**src/inc/ddrct_regs.svh**
```systemverilog
// timing constants for the ddr command timing controller
`ifndef DDRCT_REGS_SVH
`define DDRCT_REGS_SVH
`define DDRCT_CLK_PERIOD_NS    20
`define DDRCT_RCD_NS           15
`define DDRCT_RRD_NS           10
`define DDRCT_WTR_CK           2
`define DDRCT_RAS_MIN_NS       40
`define DDRCT_RAS_MAX_NS       70000
`define DDRCT_RC_NS            55
`define DDRCT_RFC_NS           70
`define DDRCT_RP_NS            15
`define DDRCT_XSNR_NS          75
`define DDRCT_XSRD_CK          200
`define DDRCT_REFI_NS          7812
`define DDRCT_REFC_NS          70300
`define DDRCT_MAX_POSTPONE     8
`define DDRCT_FORCE_MARGIN     16
`define DDRCT_CLOSE_MARGIN     4
`define DDRCT_CEIL(ns)         (((ns) + `DDRCT_CLK_PERIOD_NS - 1) / `DDRCT_CLK_PERIOD_NS)
`define DDRCT_FLOOR(ns)        ((ns) / `DDRCT_CLK_PERIOD_NS)
`define DDRCT_CMD_NOP          3'h0
`define DDRCT_CMD_ACT          3'h1
`define DDRCT_CMD_RD           3'h2
`define DDRCT_CMD_WR           3'h3
`define DDRCT_CMD_PRE          3'h4
`define DDRCT_CMD_REF          3'h5
`define DDRCT_CMD_SRE          3'h6
`define DDRCT_CMD_SRX          3'h7
`endif

```
**src/inc/ddrct_pkg.sv**
```systemverilog
// types for the ddr command timing controller
package ddrct_pkg;
   typedef enum logic [1:0] {DDRCT_IDLE, DDRCT_SELF, DDRCT_RUN} ddrct_state_t;
endpackage : ddrct_pkg

```
**src/hdl/ddrct_top.sv**
```systemverilog
// ddr command timing controller: issues commands that honour module timing
// How it works
// a read or write to a bank waits at least 15 ns after that bank was activated.
// activates to different banks are at least 10 ns apart.
// a read waits at least 2 cycles after the last write data.
// refresh is scheduled on an average interval, 7812 ns floored to 390 cycles by default.
// no more than the max refresh gap passes between two refreshes.
// no more than eight refreshes are ever postponed.
// after self refresh exit only a read is held off past 75 ns; others wait 75 ns.
// after self refresh exit a read waits 200 cycles for the dll to relock.
// auto precharge accesses are issued only when row open time is already met.
// one strobe, MEM_DQS_OUT with MEM_DQS_OE, serves the whole data bus; there are no per-lane strobes.
// the write strobe is driven to a valid level by the write command cycle.
// a row stays open between 40 ns and 70000 ns.
// same-bank activates and activate to refresh are 55 ns apart.
// after a refresh only nop follows for 70 ns.
// clock enable stays high for the whole refresh busy time.
// every nanosecond minimum is rounded up to whole cycles.
// each of the four banks has its own timer.
`timescale 1ns/1ns
`include "ddrct_regs.svh"
module ddrct_top
   import ddrct_pkg::*;
#(
   parameter int NBANK      = 4,
   parameter int REFI_CYC   = `DDRCT_FLOOR(`DDRCT_REFI_NS),
   parameter int REFC_CYC   = `DDRCT_FLOOR(`DDRCT_REFC_NS),
   parameter int XSRD_CYC   = `DDRCT_XSRD_CK,
   parameter int BURST_CK   = 2
) (
   input  wire logic          CORE_CLK,
   input  wire logic          RST,
   input  wire logic          CE,
   input  wire logic          REQ_VALID,
   input  wire logic [2:0]    REQ_CMD,
   input  wire logic [1:0]    REQ_BANK,
   input  wire logic          REQ_AUTOPRE,
   output logic               REQ_READY,
   output logic [2:0]         MEM_CMD,
   output logic [1:0]         MEM_BANK,
   output logic               MEM_AUTOPRE,
   output logic               MEM_CKE,
   output logic               MEM_DQS_OUT,
   output logic               MEM_DQS_OE,
   output logic               REF_BUSY,
   output logic               SELF_ACTIVE
);
   localparam int RRD  = `DDRCT_CEIL(`DDRCT_RRD_NS);
   localparam int RFC  = `DDRCT_CEIL(`DDRCT_RFC_NS);
   localparam int XSNR = `DDRCT_CEIL(`DDRCT_XSNR_NS);
   localparam int RASN = `DDRCT_CEIL(`DDRCT_RAS_MIN_NS);
   localparam int RCD  = `DDRCT_CEIL(`DDRCT_RCD_NS);
   localparam int WTR  = `DDRCT_WTR_CK;
   localparam int PW   = 4;
   localparam int GW   = $clog2(REFC_CYC + 1);
   localparam int XW   = $clog2(XSRD_CYC + 1);

   function automatic logic is_access(input logic [2:0] c);
      is_access = (c == `DDRCT_CMD_RD) || (c == `DDRCT_CMD_WR);
   endfunction : is_access

   ddrct_state_t  st_q, st_d;
   logic [2:0]    cmd_q, cmd_d;
   logic [1:0]    bank_q, bank_d;
   logic          ap_q, ap_d, cke_q, cke_d, dqs_q, dqs_d, oe_q, oe_d, rdy_q, rdy_d;
   logic [3:0]    rrd_q, rrd_d, rfc_q, rfc_d, xsnr_q, xsnr_d;
   logic [3:0]    wtr_q, wtr_d;
   logic [XW-1:0] xsrd_q, xsrd_d;
   logic [GW-1:0] gap_q, gap_d, avg_q, avg_d;
   logic [PW-1:0] owe_q, owe_d;
   logic [NBANK-1:0] b_act, b_close, b_open, b_acc, b_actok, b_preok, b_must;
   logic          any_open, any_must, req_ok, want_ref, force_ref;
   logic          busy_q, busy_d, self_q, self_d;

   // one timer per bank
   genvar gi;
   generate
      for (gi = 0; gi < NBANK; gi++) begin : g_bank
         ddrct_bank u_bank (
            .clk        (CORE_CLK),
            .rst        (RST),
            .ce         (CE),
            .act        (b_act[gi]),
            .close      (b_close[gi]),
            .open       (b_open[gi]),
            .access_ok  (b_acc[gi]),
            .act_ok     (b_actok[gi]),
            .pre_ok     (b_preok[gi]),
            .must_close (b_must[gi])
         );
         assign b_act[gi]   = CE && cmd_d == `DDRCT_CMD_ACT && bank_d == 2'(gi);
         assign b_close[gi] = CE && bank_d == 2'(gi) && (cmd_d == `DDRCT_CMD_PRE
                              || (is_access(cmd_d) && ap_d));
      end
   endgenerate

   // any_open feeds both the admission check and the scheduler; any_must feeds only the scheduler
   assign any_open  = |b_open;
   assign any_must  = |b_must;
   // refresh wanted when owed; forced near the hard gap or at the postpone limit
   assign want_ref  = owe_q != '0;
   assign force_ref = (owe_q >= PW'(`DDRCT_MAX_POSTPONE)) ||
                      (gap_q >= GW'(REFC_CYC - `DDRCT_FORCE_MARGIN));

   // admission check for the pending request
   always_comb begin
      req_ok = 1'b0;
      case (REQ_CMD)
         `DDRCT_CMD_NOP: req_ok = 1'b1;
         `DDRCT_CMD_ACT: req_ok = b_actok[REQ_BANK] && rrd_q == 4'h0
                                  && !force_ref;
         `DDRCT_CMD_RD:  req_ok = b_acc[REQ_BANK] && wtr_q == 4'h0
                                  && xsrd_q == '0
                                  && (!REQ_AUTOPRE || b_preok[REQ_BANK]);
         `DDRCT_CMD_WR:  req_ok = b_acc[REQ_BANK]
                                  && (!REQ_AUTOPRE || b_preok[REQ_BANK]);
         `DDRCT_CMD_PRE: req_ok = b_preok[REQ_BANK];
         `DDRCT_CMD_REF: req_ok = !any_open && (&b_actok);
         `DDRCT_CMD_SRE: req_ok = !any_open && (&b_actok);
         default:        req_ok = 1'b0;
      endcase
   end

   // command scheduler next state
   always_comb begin
      st_d   = st_q;
      cmd_d  = `DDRCT_CMD_NOP;
      bank_d = bank_q;
      ap_d   = 1'b0;
      cke_d  = cke_q;
      rdy_d  = 1'b0;
      rrd_d  = (rrd_q != 4'h0) ? rrd_q - 4'h1 : rrd_q;
      rfc_d  = (rfc_q != 4'h0) ? rfc_q - 4'h1 : rfc_q;
      xsnr_d = (xsnr_q != 4'h0) ? xsnr_q - 4'h1 : xsnr_q;
      wtr_d  = (wtr_q != 4'h0) ? wtr_q - 4'h1 : wtr_q;
      xsrd_d = (xsrd_q != '0) ? xsrd_q - 1'b1 : xsrd_q;
      gap_d  = (gap_q != {GW{1'b1}}) ? gap_q + 1'b1 : gap_q;
      avg_d  = avg_q + 1'b1;
      owe_d  = owe_q;
      // average interval tick adds one owed refresh
      if (avg_q >= GW'(REFI_CYC - 1)) begin
         avg_d = '0;
         if (owe_q != {PW{1'b1}})
            owe_d = owe_q + 1'b1;
      end
      case (st_q)
         DDRCT_IDLE: begin
            st_d = DDRCT_RUN;
         end
         DDRCT_SELF: begin
            // self refresh keeps rows alive; no owed count grows meanwhile
            owe_d = '0;
            gap_d = '0;
            cke_d = 1'b0;
            if (REQ_VALID && REQ_CMD == `DDRCT_CMD_SRX) begin
               st_d   = DDRCT_RUN;
               cke_d  = 1'b1;
               rdy_d  = 1'b1;
               cmd_d  = `DDRCT_CMD_SRX;
               xsnr_d = 4'(XSNR);
               xsrd_d = XW'(XSRD_CYC);
            end
         end
         DDRCT_RUN: begin
            if (rfc_q != 4'h0 || xsnr_q != 4'h0) begin
               cke_d = 1'b1;
            end else if (want_ref && (force_ref || !REQ_VALID) && !any_open
                         && (&b_actok)) begin
               cmd_d = `DDRCT_CMD_REF;
               rfc_d = 4'(RFC);
               gap_d = '0;
               // start from owe_d so a tick landing in this cycle is not lost
               owe_d = owe_d - 1'b1;
            end else if (any_must) begin
               // a row close to its limit is closed before anything else
               for (int i = 0; i < NBANK; i++) begin
                  if (b_must[i] && cmd_d == `DDRCT_CMD_NOP) begin
                     cmd_d  = `DDRCT_CMD_PRE;
                     bank_d = 2'(i);
                  end
               end
            end else if (force_ref && any_open) begin
               for (int i = 0; i < NBANK; i++) begin
                  if (b_preok[i] && cmd_d == `DDRCT_CMD_NOP) begin
                     cmd_d  = `DDRCT_CMD_PRE;
                     bank_d = 2'(i);
                  end
               end
            end else if (REQ_VALID && req_ok && !rdy_q) begin
               rdy_d  = 1'b1;
               cmd_d  = REQ_CMD;
               bank_d = REQ_BANK;
               ap_d   = REQ_AUTOPRE && is_access(REQ_CMD);
               if (REQ_CMD == `DDRCT_CMD_ACT)
                  rrd_d = 4'(RRD - 1);
               if (REQ_CMD == `DDRCT_CMD_WR)
                  wtr_d = 4'(BURST_CK + WTR);
               if (REQ_CMD == `DDRCT_CMD_REF) begin
                  rfc_d = 4'(RFC);
                  gap_d = '0;
                  if (owe_d != '0)
                     owe_d = owe_d - 1'b1;
               end
               if (REQ_CMD == `DDRCT_CMD_SRE) begin
                  st_d  = DDRCT_SELF;
                  cke_d = 1'b0;
               end
            end
         end
         default: st_d = DDRCT_IDLE;
      endcase
      // strobe driven low in the write cycle, then toggled through the burst
      oe_d  = (cmd_d == `DDRCT_CMD_WR) || (wtr_q > 4'(WTR));
      dqs_d = (wtr_q > 4'(WTR)) ? ~dqs_q : 1'b0;
      // status flags get their own flops so no output is decoded logic
      busy_d = rfc_d != 4'h0;
      self_d = st_d == DDRCT_SELF;
   end

   // registers only
   always_ff @(posedge CORE_CLK) begin
      if (RST) begin
         st_q   <= DDRCT_IDLE;
         cmd_q  <= `DDRCT_CMD_NOP;
         bank_q <= 2'h0;
         ap_q   <= 1'b0;
         cke_q  <= 1'b1;
         dqs_q  <= 1'b0;
         oe_q   <= 1'b0;
         rdy_q  <= 1'b0;
         rrd_q  <= 4'h0;
         rfc_q  <= 4'h0;
         xsnr_q <= 4'h0;
         wtr_q  <= 4'h0;
         xsrd_q <= '0;
         gap_q  <= '0;
         avg_q  <= '0;
         owe_q  <= '0;
         busy_q <= 1'b0;
         self_q <= 1'b0;
      end else if (CE) begin
         st_q   <= st_d;
         cmd_q  <= cmd_d;
         bank_q <= bank_d;
         ap_q   <= ap_d;
         cke_q  <= cke_d;
         dqs_q  <= dqs_d;
         oe_q   <= oe_d;
         rdy_q  <= rdy_d;
         rrd_q  <= rrd_d;
         rfc_q  <= rfc_d;
         xsnr_q <= xsnr_d;
         wtr_q  <= wtr_d;
         xsrd_q <= xsrd_d;
         gap_q  <= gap_d;
         avg_q  <= avg_d;
         owe_q  <= owe_d;
         busy_q <= busy_d;
         self_q <= self_d;
      end
   end

   // every output is a plain register copy
   assign REQ_READY   = rdy_q;
   assign MEM_CMD     = cmd_q;
   assign MEM_BANK    = bank_q;
   assign MEM_AUTOPRE = ap_q;
   assign MEM_CKE     = cke_q;
   assign MEM_DQS_OUT = dqs_q;
   assign MEM_DQS_OE  = oe_q;
   assign REF_BUSY    = busy_q;
   assign SELF_ACTIVE = self_q;
endmodule : ddrct_top

```
**src/hdl/ddrct_bank.sv**
```systemverilog
// per-bank timer: activate-to-access, same-bank cycle, row-open limits
`timescale 1ns/1ns
`include "ddrct_regs.svh"
module ddrct_bank
   import ddrct_pkg::*;
#(
   parameter int CW = 13
) (
   input  wire logic          clk,
   input  wire logic          rst,
   input  wire logic          ce,
   input  wire logic          act,
   input  wire logic          close,
   output logic               open,
   output logic               access_ok,
   output logic               act_ok,
   output logic               pre_ok,
   output logic               must_close
);
   localparam int RCD  = `DDRCT_CEIL(`DDRCT_RCD_NS);
   localparam int RC   = `DDRCT_CEIL(`DDRCT_RC_NS);
   localparam int RASN = `DDRCT_CEIL(`DDRCT_RAS_MIN_NS);
   localparam int RASX = `DDRCT_FLOOR(`DDRCT_RAS_MAX_NS);
   localparam int RP   = `DDRCT_CEIL(`DDRCT_RP_NS);
   logic [CW-1:0] age_q, age_d;
   logic          open_q, open_d;
   logic [3:0]    rp_q, rp_d;
   // next state: age counts from activate, saturating
   always_comb begin
      open_d = open_q;
      age_d  = age_q;
      rp_d   = (rp_q != 4'h0) ? rp_q - 4'h1 : rp_q;
      if (act) begin
         open_d = 1'b1;
         age_d  = '0;
      end else begin
         if (close) begin
            open_d = 1'b0;
            rp_d   = 4'(RP);
         end
         if (age_q != {CW{1'b1}})
            age_d = age_q + 1'b1;
      end
   end
   always_ff @(posedge clk) begin
      if (rst) begin
         open_q <= 1'b0;
         age_q  <= {CW{1'b1}};
         rp_q   <= 4'h0;
      end else if (ce) begin
         open_q <= open_d;
         age_q  <= age_d;
         rp_q   <= rp_d;
      end
   end
   assign open       = open_q;
   assign access_ok  = open_q && (age_q >= CW'(RCD - 1));
   assign act_ok     = !open_q && (age_q >= CW'(RC - 1)) && rp_q == 4'h0;
   assign pre_ok     = open_q && (age_q >= CW'(RASN - 1));
   assign must_close = open_q && (age_q >= CW'(RASX - `DDRCT_CLOSE_MARGIN));
endmodule : ddrct_bank

```
**config.mk**
```make
export PLATFORM = sky130hd
export DESIGN_NAME = ddrct_top
export DESIGN_NICKNAME = d
export VERILOG_FILES = /design/src/inc/ddrct_pkg.sv /design/src/hdl/ddrct_top.sv /design/src/hdl/ddrct_bank.sv
export VERILOG_INCLUDE_DIRS = /design/src /design/src/inc
export SDC_FILE = /design/constraint.sdc
export NUM_CORES = 1
export LEC_CHECK = 0
export BUFFER_PORTS_ARGS = -buffer_cell sky130_fd_sc_hd__buf_4
export CAP_MARGIN = 20
export CORE_MARGIN = 2
export CORE_UTILIZATION = 50
export CTS_CLUSTER_SIZE = 20
export DETAILED_ROUTE_END_ITERATION = 7
export HOLD_SLACK_MARGIN = 0.06
export PLACE_DENSITY_LB_ADDON = 0.15
export SYNTH_ARGS = -nofsm -noshare
export SYNTH_HDL_FRONTEND = slang
export SYNTH_SLANG_ARGS = --single-unit
```
**constraint.sdc**
```tcl
create_clock -name CORE_CLK -period 3.6 [get_ports CORE_CLK]
set_input_delay 0.54 -clock CORE_CLK [delete_from_list [all_inputs] [get_ports CORE_CLK]]
set_output_delay 0.54 -clock CORE_CLK [all_outputs]
set_load 0.03 [all_outputs]
```
==> results of run 1 <==
## layout by cell type, fill, tap and decap left out, drive strengths merged, types with 10 or more instances in the layout
| cell | synthesis | layout |
|---|---|---|
| a21oi | 67 | 67 |
| and3 | 10 | 10 |
| buf | 7 | 84 |
| clkbuf | 40 | 21 |
| dfxtp | 138 | 138 |
| ha | 34 | 34 |
| inv | 44 | 44 |
| mux2i | 10 | 10 |
| nand2 | 86 | 86 |
| nand2b | 13 | 13 |
| nand3 | 42 | 42 |
| nand4 | 35 | 35 |
| nor2 | 108 | 108 |
| nor3 | 42 | 42 |
| nor4 | 24 | 24 |
| o21ai | 45 | 45 |
| o21bai | 50 | 50 |
| or4 | 14 | 14 |
| xnor2 | 30 | 30 |
| xor2 | 33 | 33 |
## how the worst min path moves through the flow
| stage | startpoint | to | slack (ns) | cells after the start |
|---|---|---|---|---|
| after global placement | MEM_AUTOPRE | MEM_AUTOPRE | 0.45 | 2 |
| after global routing | REQ_AUTOPRE | MEM_AUTOPRE | 0.44 | 3 |
| after floorplan | wtr_q[0] | wtr_q[0] | 0.45 | 2 |
| final | REQ_AUTOPRE | MEM_AUTOPRE | 0.46 | 3 |
| after detailed placement | wtr_q[0] | wtr_q[0] | 0.46 | 2 |
| after CTS | REQ_AUTOPRE | MEM_AUTOPRE | 0.45 | 3 |
## power breakdown
part / internal [uW] / switching, uW
Combinational: 1600 / 1920
Clock: 964 / 667
Sequential: 1940 / 490
Total: 4510 / 3080
## state kept, by name, indices dropped and copies added (netlist names)
signal               cells
g_bank.u_bank.age_q     52
st_q                     2
g_bank.u_bank.rp_q      16
REF_BUSY                 1
xsnr_q                   4
g_bank.u_bank.open       4
wtr_q                    4
MEM_CMD                  3
MEM_BANK                 2
gap_q                   12
xsrd_q                   8
REQ_READY                1
MEM_DQS_OE               1
MEM_CKE                  1
owe_q                    4
SELF_ACTIVE              1
MEM_DQS_OUT              1
rfc_q                    4
avg_q                   12
rrd_q                    4
MEM_AUTOPRE              1
## worst max-delay path, stage by stage, from the launching register on
cell and delay [ns]:
dfxtp_2 0.33, inv_2 0.06, ha_4 0.13, or3b_1 0.36, or4_1 0.43, a311o_1 0.40, a311o_2 0.46, o21ai_4 0.20
o2111ai_4 0.18, buf_6 0.18, nor4_4 0.29, buf_6 0.18, a21oi_2 0.04, a211o_1 0.22
## metrics by stage
| stage | power, uW | std cells | area [um2] | utilization, % |
|---|---|---|---|---|
| global route | 8225 | 1307 | 9643 | 60.27 |
| CTS | 7423 | 1298 | 9408 | 58.80 |
| finish | 7581 | 1307 | 9643 | 60.27 |
| global placement | 5712 | 1264 | 8843 | 55.27 |
| detailed placement | 5753 | 1264 | 8843 | 55.27 |
| floorplan | 4925 | 1022 | 8217 | - |
## routing by layer
layer | share of wire [%] | global-route usage (%) | up-vias
met5 | 0 | 0 | -
met3 | 5.5 | 5.383 | 31
li1 | - | - | 3840
met2 | 47 | 38.14 | 226
met4 | 1.4 | 5.795 | 0
met1 | 47 | 31.68 | 3548
## timing repair
item                       in CTS  in global routing
setup endpoints to repair       1                 66
gates resized for setup         0                 35
pin swaps                       1                  7
setup buffers                   2                  9
## cell type report
class	count	area share [%]
clock inverters	11	1.025
inverters	45	1.752
repair buffers	84	6.656
flip-flops and latches	138	28.68
multi-input cells	792	54.42
clock buffers	21	4.671
well taps	216	2.803
## cell families (layout without fill, tap and decap cells)
kind of cell	count (synthesis)	after routing	synth area share, %
simple gates	424	424	27.00
compound gates	259	259	21.47
flops	138	138	33.62
buf+inv	92	161	4.385
xor+xnor	63	63	6.715
fa+ha+maj	34	34	5.177
mux	12	12	1.629
==> run summary, run 1 <==
die height = 132.2 um
count leader, synth = dfxtp_1
DR vias/cell = 5.849
Die X = 132.2 um
FF-to-FF End = g_bank[0].u_bank.age_q[1]
Register Area = 2765 um2
Register-to-Register Path Depth = 13
commonest cells in the netlist = dfxtp_1, nor2_1, nand2_1
Synth area leaders = dfxtp_1, ha_1, nor2_1
post-route setup slack = 0.01414 ns
die area = 17,470 um2
Top Ports = 22
Hold-fix buffers, CTS = 0
antenna cells = 0
Slew Viols, Final = 0
Critical Path AT = 3.90 ns
Slew @ Worst Pin = 0.7584 ns
dpl ws = -0.005780 ns
worst r2r src = g_bank[2].u_bank.rp_q[1]
Post-synth top flop = dfxtp_1
total core area = 16,000 um2
share of layout cells above drive strength 1 = 15.40%
Reg clk slew, reported paths = 0.06 ns
Synth Register Bits = 138
routed len/inst = 15.79 um
RSZ-0062 raised after global routing = true
fillers = 1,472
Leakage = 0.003851 uW
Distinct cells, synth = 82
initial antenna violation count = 0
ys async rst share = 0%
layout net count = 1,122
CTS tree = built
status = completed
setup violators final = 0
Max Cap Viol = 0
Remaining DRCs = 0
first-pass GRT wire length = 33.89 mm
minimum clock period = 3.586 ns
top cell type's share of synthesized area = 33.62%
largest net degree at the start of global routing = 72
CTS max path bufs = 2
DR vias = 7,645
Fmax = 278.9 MHz
# port buffers = 21
TritonCTS Sinks = 138
final hold slack = 0.4643 ns
Synth Cell Area = 8217 um2
Fin. Hold Viols = 0
Routed Wire Length = 20.64 mm
total congestion overflow = 0
CTS H-Tree Depth = 4
Crit Path Max Fanout = 7
CTS Buf Count = 17
Setup TNS Final = 0 ns
skew final = 0.007339 ns
area taken by multi-input logic gates = 5248 um2
syn avg cell area = 8.040 um2
DR iter-0 viols = 573
register area share after synthesis = 33.62%
reg-to-reg slack, setup = 0.01 ns
antenna viol nets, final = 0
CP endpoint kind = flop
worst vdd ir = 0.4683 mV
GRT Util Overall = 23.48%
HP Class = in -> reg
root buf cell = clkbuf_16
final critical-path share of the clock period = 99.61%
Cells after Synth = 1,022
Pre-antenna DRT Iters = 5
Area growth syn-to-layout = 17.36%
pwr dens = 786.2 nW/um2
post-synth net total = 1,066
vias in the first global route = 6,926
CP startpoint kind = flop
Final Wtd Congestion = 0.9901
WS Path Type = reg -> reg
Slew headroom = 49.44%
Crit path required time = 3.91 ns
synth warn = 0
Synth area leader = dfxtp_1
crit path to = g_bank[0].u_bank.age_q[1]
Critical Path Start = g_bank[2].u_bank.rp_q[1]
initial core utilization = 51.35%
post-detail-place hpwl = 14.37 mm
number of flops mapped to enable cells by yosys = 0
clk_lat worst skew = 0.42 ns
# rows = 46
No activity file was read; power rests on OpenSTA's default activity.
==> run 2, diff against run 1 <==
- SKIP_LAST_GASP: default -> 1
- clock period: 3.6 -> 4.1 ns (I/O delays scaled with it)
==> run 2 against run 1 <==
  * Critical path depth down 2
  * Combinational power down 21%
  * Global-route usage decreased by 0.26 points
  * Clock skew increased by 0.0017 ns
  * Hold slack better by 0.0062 ns
  * Flip-flop and latch count did not move
  * Fmax decreased by 3.5%
  * Critical endpoint is now g_bank[2].u_bank.age_q[1]
  * Largest cell class unchanged
  * Highest routed layer unchanged
==> run summary, run 2 (synthesized netlist as in run 1, its figures left out) <==
non-filler cells, final = 1,259
Reg power frac = 32.1%
GRT Util Overall = 23.21%
Reg clk slew, reported paths = 0.06 ns
Pre-antenna DRT Iters = 5
clk_lat worst skew = 0.43 ns
Crit path required time = 4.41 ns
Slew headroom = 51.08%
share of layout cells above drive strength 1 = 9.396%
Register-to-Register Path Depth = 11
DR vias/cell = 5.881
reg-to-reg slack, setup = 0.38 ns
# Post-CTS Setup Buffers = 0
Fin. Hold Viols = 0
max reg flops = 52
HP Class = reg -> reg
DR vias = 7,404
switching part of the total = 39.26%
DR iter-0 viols = 611
final critical-path share of the clock period = 90.67%
Hold-fix buffers, CTS = 0
Hold Path Cell Cnt = 2
most common cell after layout, fill and taps aside = dfxtp_1
RSZ-0062 raised after global routing = false
routed len/inst = 15.98 um
# port buffers = 21
root buf cell = clkbuf_16
total congestion overflow = 0
Crit Path Max Fanout = 6
die area = 17,470 um2
Remaining DRCs = 0
Inst Count DP = 1,228
Leakage = 0.003684 uW
antenna cells = 0
CTS Buf Count = 17
largest net degree at the start of global routing = 72
Max Cap Viol = 0
worst vdd ir = 0.3814 mV
Die X = 132.2 um
layout net count = 1,075
Setup TNS Final = 0 ns
Final Wtd Congestion = 0.9636
minimum clock period = 3.717 ns
initial core utilization = 51.35%
internal power = 4050 uW
CP endpoint kind = flop
Tot Pwr = 6669 uW
initial antenna violation count = 0
Fmax = 269.0 MHz
setup violators final = 0
first-pass GRT wire length = 33.75 mm
register with the most flip-flops = g_bank.u_bank.age_q
Slew @ Worst Pin = 0.7271 ns
Regs by FF count = g_bank.u_bank.age_q: 52 flops, g_bank.u_bank.rp_q: 16 flops
WS Path Type = reg -> reg
post-detail-place hpwl = 13.89 mm
CTS H-Tree Depth = 4
Routed Wire Length = 20.12 mm
Critical Path AT = 4.03 ns
total core area = 16,000 um2
pwr dens = 721.6 nW/um2
worst r2r src = g_bank[0].u_bank.rp_q[1]
FF-to-FF End = g_bank[2].u_bank.age_q[1]
most frequent cells in the layout = dfxtp_1, nor2_1, nand2_1
TritonCTS Sinks = 138
die height = 132.2 um
Gate power share = 41.8%
Hold Path End = MEM_AUTOPRE
skew final = 0.009080 ns
status = completed
# rows = 46
antenna viol nets, final = 0
clock power share = 26.1%
CTS tree = built
vias in the first global route = 6,797
hold_sp = MEM_AUTOPRE
Top Ports = 22
CP startpoint kind = flop
Area growth syn-to-layout = 12.47%
CTS max path bufs = 2
post-CTS resize count = 0
net switching power = 2618 uW
Slew Viols, Final = 0
run 2: cell type report:
cell class,instances,area [um2]
clock buffer,21,480.5
clock inverter,10,187.7
fill,1538,6759
inverter,45,168.9
multi-input combinational,792,5094
sequential,138,2763
tap,216,270.3
timing repair buffer,37,277.8
run 2: metrics by stage:
step | util [%] | hold slack [ns] | setup WS, ns | area [um2]
floorplan | - | 0.4456 | 0.7085 | 8217
detailed placement | 53.58 | 0.4626 | 0.4451 | 8573
global placement | 53.58 | 0.4515 | 0.5061 | 8573
CTS | 57.76 | 0.4723 | 0.4144 | 9241
finish | 57.76 | 0.4705 | 0.3826 | 9241
global route | 57.76 | 0.4909 | 0.1905 | 9241
run 2: power groups by stage:
stage / Combinational (uW) / Sequential [uW] / Clock (uW)
after global routing: 3190 / 2200 / 1830
after CTS: 2770 / 2130 / 1770
after floorplan: 2270 / 2050 / 0
final: 2790 / 2140 / 1740
after detailed placement: 2740 / 2160 / 0
after global placement: 2720 / 2150 / 0
run 2: metal layers:
layer	GRT usage, %	vias to the layer above	share of wire, %
met5	0	-	0
met4	6.392	0	1.7
met3	4.421	31	3.6
met2	36.95	147	45
met1	32.24	3496	50
li1	-	3730	-
run 2: critical path, stage by stage, from the launching register on:
cell,delay [ns]
dfxtp_1,0.32
inv_1,0.09
ha_1,0.21
or3b_4,0.44
or4_1,0.52
o21ba_1,0.23
a311o_2,0.44
o21ai_2,0.22
o2111ai_2,0.28
nor4_4,0.30
o21ai_1,0.15
a221o_1,0.40
run 2: how the worst max path moves through the flow:
stage                             start                   endpoint  cells after the start
2_1_floorplan  g_bank[0].u_bank.rp_q[1]  g_bank[2].u_bank.age_q[1]                     12
3_3_place_gp   g_bank[0].u_bank.rp_q[1]   g_bank[1].u_bank.rp_q[3]                     11
3_5_place_dp   g_bank[0].u_bank.rp_q[1]  g_bank[2].u_bank.age_q[1]                     11
4_1_cts        g_bank[0].u_bank.rp_q[1]  g_bank[2].u_bank.age_q[1]                     11
5_1_grt        g_bank[1].u_bank.rp_q[0]  g_bank[2].u_bank.age_q[1]                     12
6_report       g_bank[0].u_bank.rp_q[1]  g_bank[2].u_bank.age_q[1]                     11
==> run 3, diff against run 2 <==
- SYNTH_HIERARCHICAL: default -> 1
==> run 3 against run 2 <==
  * The run now ends with setup timing left
  * Largest cell class unchanged
  * Hold slack worse by 0.010 ns
  * Cell count is 14% higher
  * Flip-flop and latch count stayed put
  * Register-to-register slack got worse by 0.46 ns
  * Non-clock buffer count grew 111
  * Fmax decreased by 11%
  * Sequential power decreased by 8%
  * Highest routed layer unchanged
  * Setup slack got worse by 0.46 ns
  * Clock power decreased by 13%
  * Area after synthesis is 8.3% higher
==> run summary, run 3 <==
met1 Use GR = 32.92%
GR peak layer = met2
Synth area leaders = dfxtp_1, ha_1, nor2_1
root buf cell = clkbuf_16
max reg flops = 52
Routed Wire Length = 23.27 mm
slowest stage delay, CP = 0.50 ns
Pre-antenna DRT Iters = 6
Top Ports = 22
Area growth syn-to-layout = 22.30%
Top delay family on crit path = compound AO/OA/AOI/OAI gates
vias in the first global route = 7,766
minimum clock period = 4.176 ns
register area share after synthesis = 31.05%
count leader, synth = dfxtp_1
Inst Count DP = 1,402
Crit path required time = 4.41 ns
Fin. Hold Viols = 0
CTS max path bufs = 2
Slew Viols, Final = 0
Remaining DRCs = 0
first-pass GRT wire length = 37.32 mm
DR vias/cell = 6.116
Slew @ Worst Pin = 0.7480 ns
Post-synth top flop = dfxtp_1
GRT Util Overall = 24.47%
grt met3 use = 5.004%
number of flops mapped to enable cells by yosys = 0
worst vdd ir = 0.4139 mV
final critical-path share of the clock period = 101.9%
antenna cells = 0
initial antenna violation count = 0
Critical Path AT = 4.48 ns
post-detail-place hpwl = 15.90 mm
clk_lat worst skew = 0.42 ns
register with the most flip-flops = g_bank.u_bank/age_q
largest net degree at the start of global routing = 110
total core area = 17,360 um2
routed len/inst = 16.20 um
die area = 18,880 um2
CP startpoint kind = flop
Hold-fix buffers, CTS = 0
post-route setup slack = -0.07588 ns
WS Path Type = reg -> reg
top cell type's share of synthesized area = 31.05%
slowest CP cell = mux4_2
design area = 10,880 um2
Fmax = 239.5 MHz
setup violators final = 4
Reg clk slew, reported paths = 0.06 ns
initial core utilization = 51.27%
GR Util met2 = 39.30%
ys async rst share = 0%
non-filler cells, final = 1,437
# rows = 48
Synth Cell Area = 8899 um2
CTS H-Tree Depth = 4
most frequent cells in the layout = buf_4, dfxtp_1, nor2_1
CTS Buf Count = 17
antenna viol nets, final = 0
TritonCTS Sinks = 138
Max Cap Viol = 0
Final Wtd Congestion = 0.9068
crit-path cells = nor4_4 > nand3_2 > o31a_1 > mux4_2 > o211ai_2 > o211ai_4 > or2_4 > o311ai_4 > a211o_1 > nor3_2 > nand4b_4 > buf_6 > or4_4 > a311o_1
HP Class = reg -> reg
Tot Pwr = 7300 uW
Cells after Synth = 1,104
Die X = 137.4 um
most common cell after layout, fill and taps aside = buf_4
Slew headroom = 49.80%
status = finished, violations left
skew final = 0.006863 ns
Crit Path Max Fanout = 5
Synth area leader = dfxtp_1
Distinct cells, synth = 96
DR vias = 8,789
total congestion overflow = 0
CP endpoint kind = flop
# port buffers = 21
pwr dens = 670.8 nW/um2
Regs by FF count = g_bank.u_bank/age_q: 52 flops, g_bank.u_bank/rp_q: 16 flops
final hold slack = 0.4604 ns
layout net count = 1,245
post-synth net total = 1,148
Leakage = 0.004378 uW
RSZ-0062 raised after global routing = true
commonest cells in the netlist = dfxtp_1, nor2_1, nand2_1
DP Area = 9918 um2
violated checks = setup timing
synth warn = 6
CTS tree = built
share of layout cells above drive strength 1 = 24.50%
DR iter-0 viols = 537
syn avg cell area = 8.060 um2
die height = 137.4 um
Crit path buffers/inverters = 1
Synth Register Bits = 138
## run 3: cell types whose count changed in the layout (fill, tap and decap cells not counted), moves of 9 or more
cell / change
a311o_1: +9
a21oi_1: -14
o211ai_1: +17
inv_1: +11
o21bai_1: -49
a31oi_1: +21
buf_4: +102
o21ai_0: +9
xor2_1: -26
and3_1: +10
xnor2_1: -20
a31o_2: +17
nand4b_1: +9
## run 3: tightest hold or removal path, cell delays in order, from the launching register on
cell	delay (ns)
dfxtp_1	0.31
nand2_1	0.06
a21oi_1	0.05
## run 3: cells by family (layout without fill, tap and decap cells)
family,count (synthesis),count (layout),synth area share (%)
AOI/OAI and AO/OA,295,295,24.41
DFF,138,138,31.05
xor gates and xnor gates,17,17,1.673
and+or+nand+nor,486,486,30.27
muxes,9,9,1.589
buffers and inverters,125,233,6.229
adders and majority gates,34,34,4.781
## run 3: repair_timing
action / in CTS / in global routing
setup endpoints to repair: 18 / 61
gates resized for setup: 11 / 64
pin swaps: 4 / 33
gates cloned: 0 / 0
setup buffers: 1 / 5
## run 3: worst paths after layout
check | start | endpoint | slack (ns) | cells past startpoint
worst min-delay path | MEM_CMD[0] | MEM_CMD[0] | 0.46 | 2
worst max-delay path | g_bank[0].u_bank/age_q[7] | g_bank[1].u_bank/age_q[0] | -0.08 | 14
worst max register to register | g_bank[0].u_bank/age_q[7] | g_bank[1].u_bank/age_q[0] | -0.08 | 14
worst min register to register | MEM_CMD[0] | MEM_CMD[0] | 0.46 | 2
## run 3: final cells by class
cell class / instances / area, um2
fillers: 1494 / 6474
multi-input cells: 841 / 5904
flip-flops and latches: 138 / 2768
repair buffers: 148 / 1154
clock buffers: 22 / 474.2
well taps: 225 / 281.5
inverters: 55 / 206.4
clock inverters: 8 / 95.09
## run 3: where the power goes
| part | leakage, uW | internal (uW) | switching (uW) |
|---|---|---|---|
| combinational | 0.00298 | 1830 | 1990 |
| sequential | 0.00112 | 1680 | 288 |
| clock | 0.000278 | 932 | 588 |
| total | 0.00438 | 4430 | 2870 |
## run 3: layer usage
layer,routed length (um),vias up,part of all wire (%)
met5,0,-,0
met4,453,0,1.9
met3,1146,37,4.9
met2,10830,240,47
met1,10850,4157,47
li1,-,4355,-
## run 3: per-stage QoR
step                      setup TNS [ns]  util (%)  setup slack (ns)
after floorplan                        0         -           0.03941
after global placement          -0.09967     57.14          -0.02994
after detailed placement         -0.9321     57.14           -0.1147
after CTS                       -0.03130     60.86          -0.01045
after global routing              -3.341     62.70           -0.2237
final                            -0.1920     62.70          -0.07588
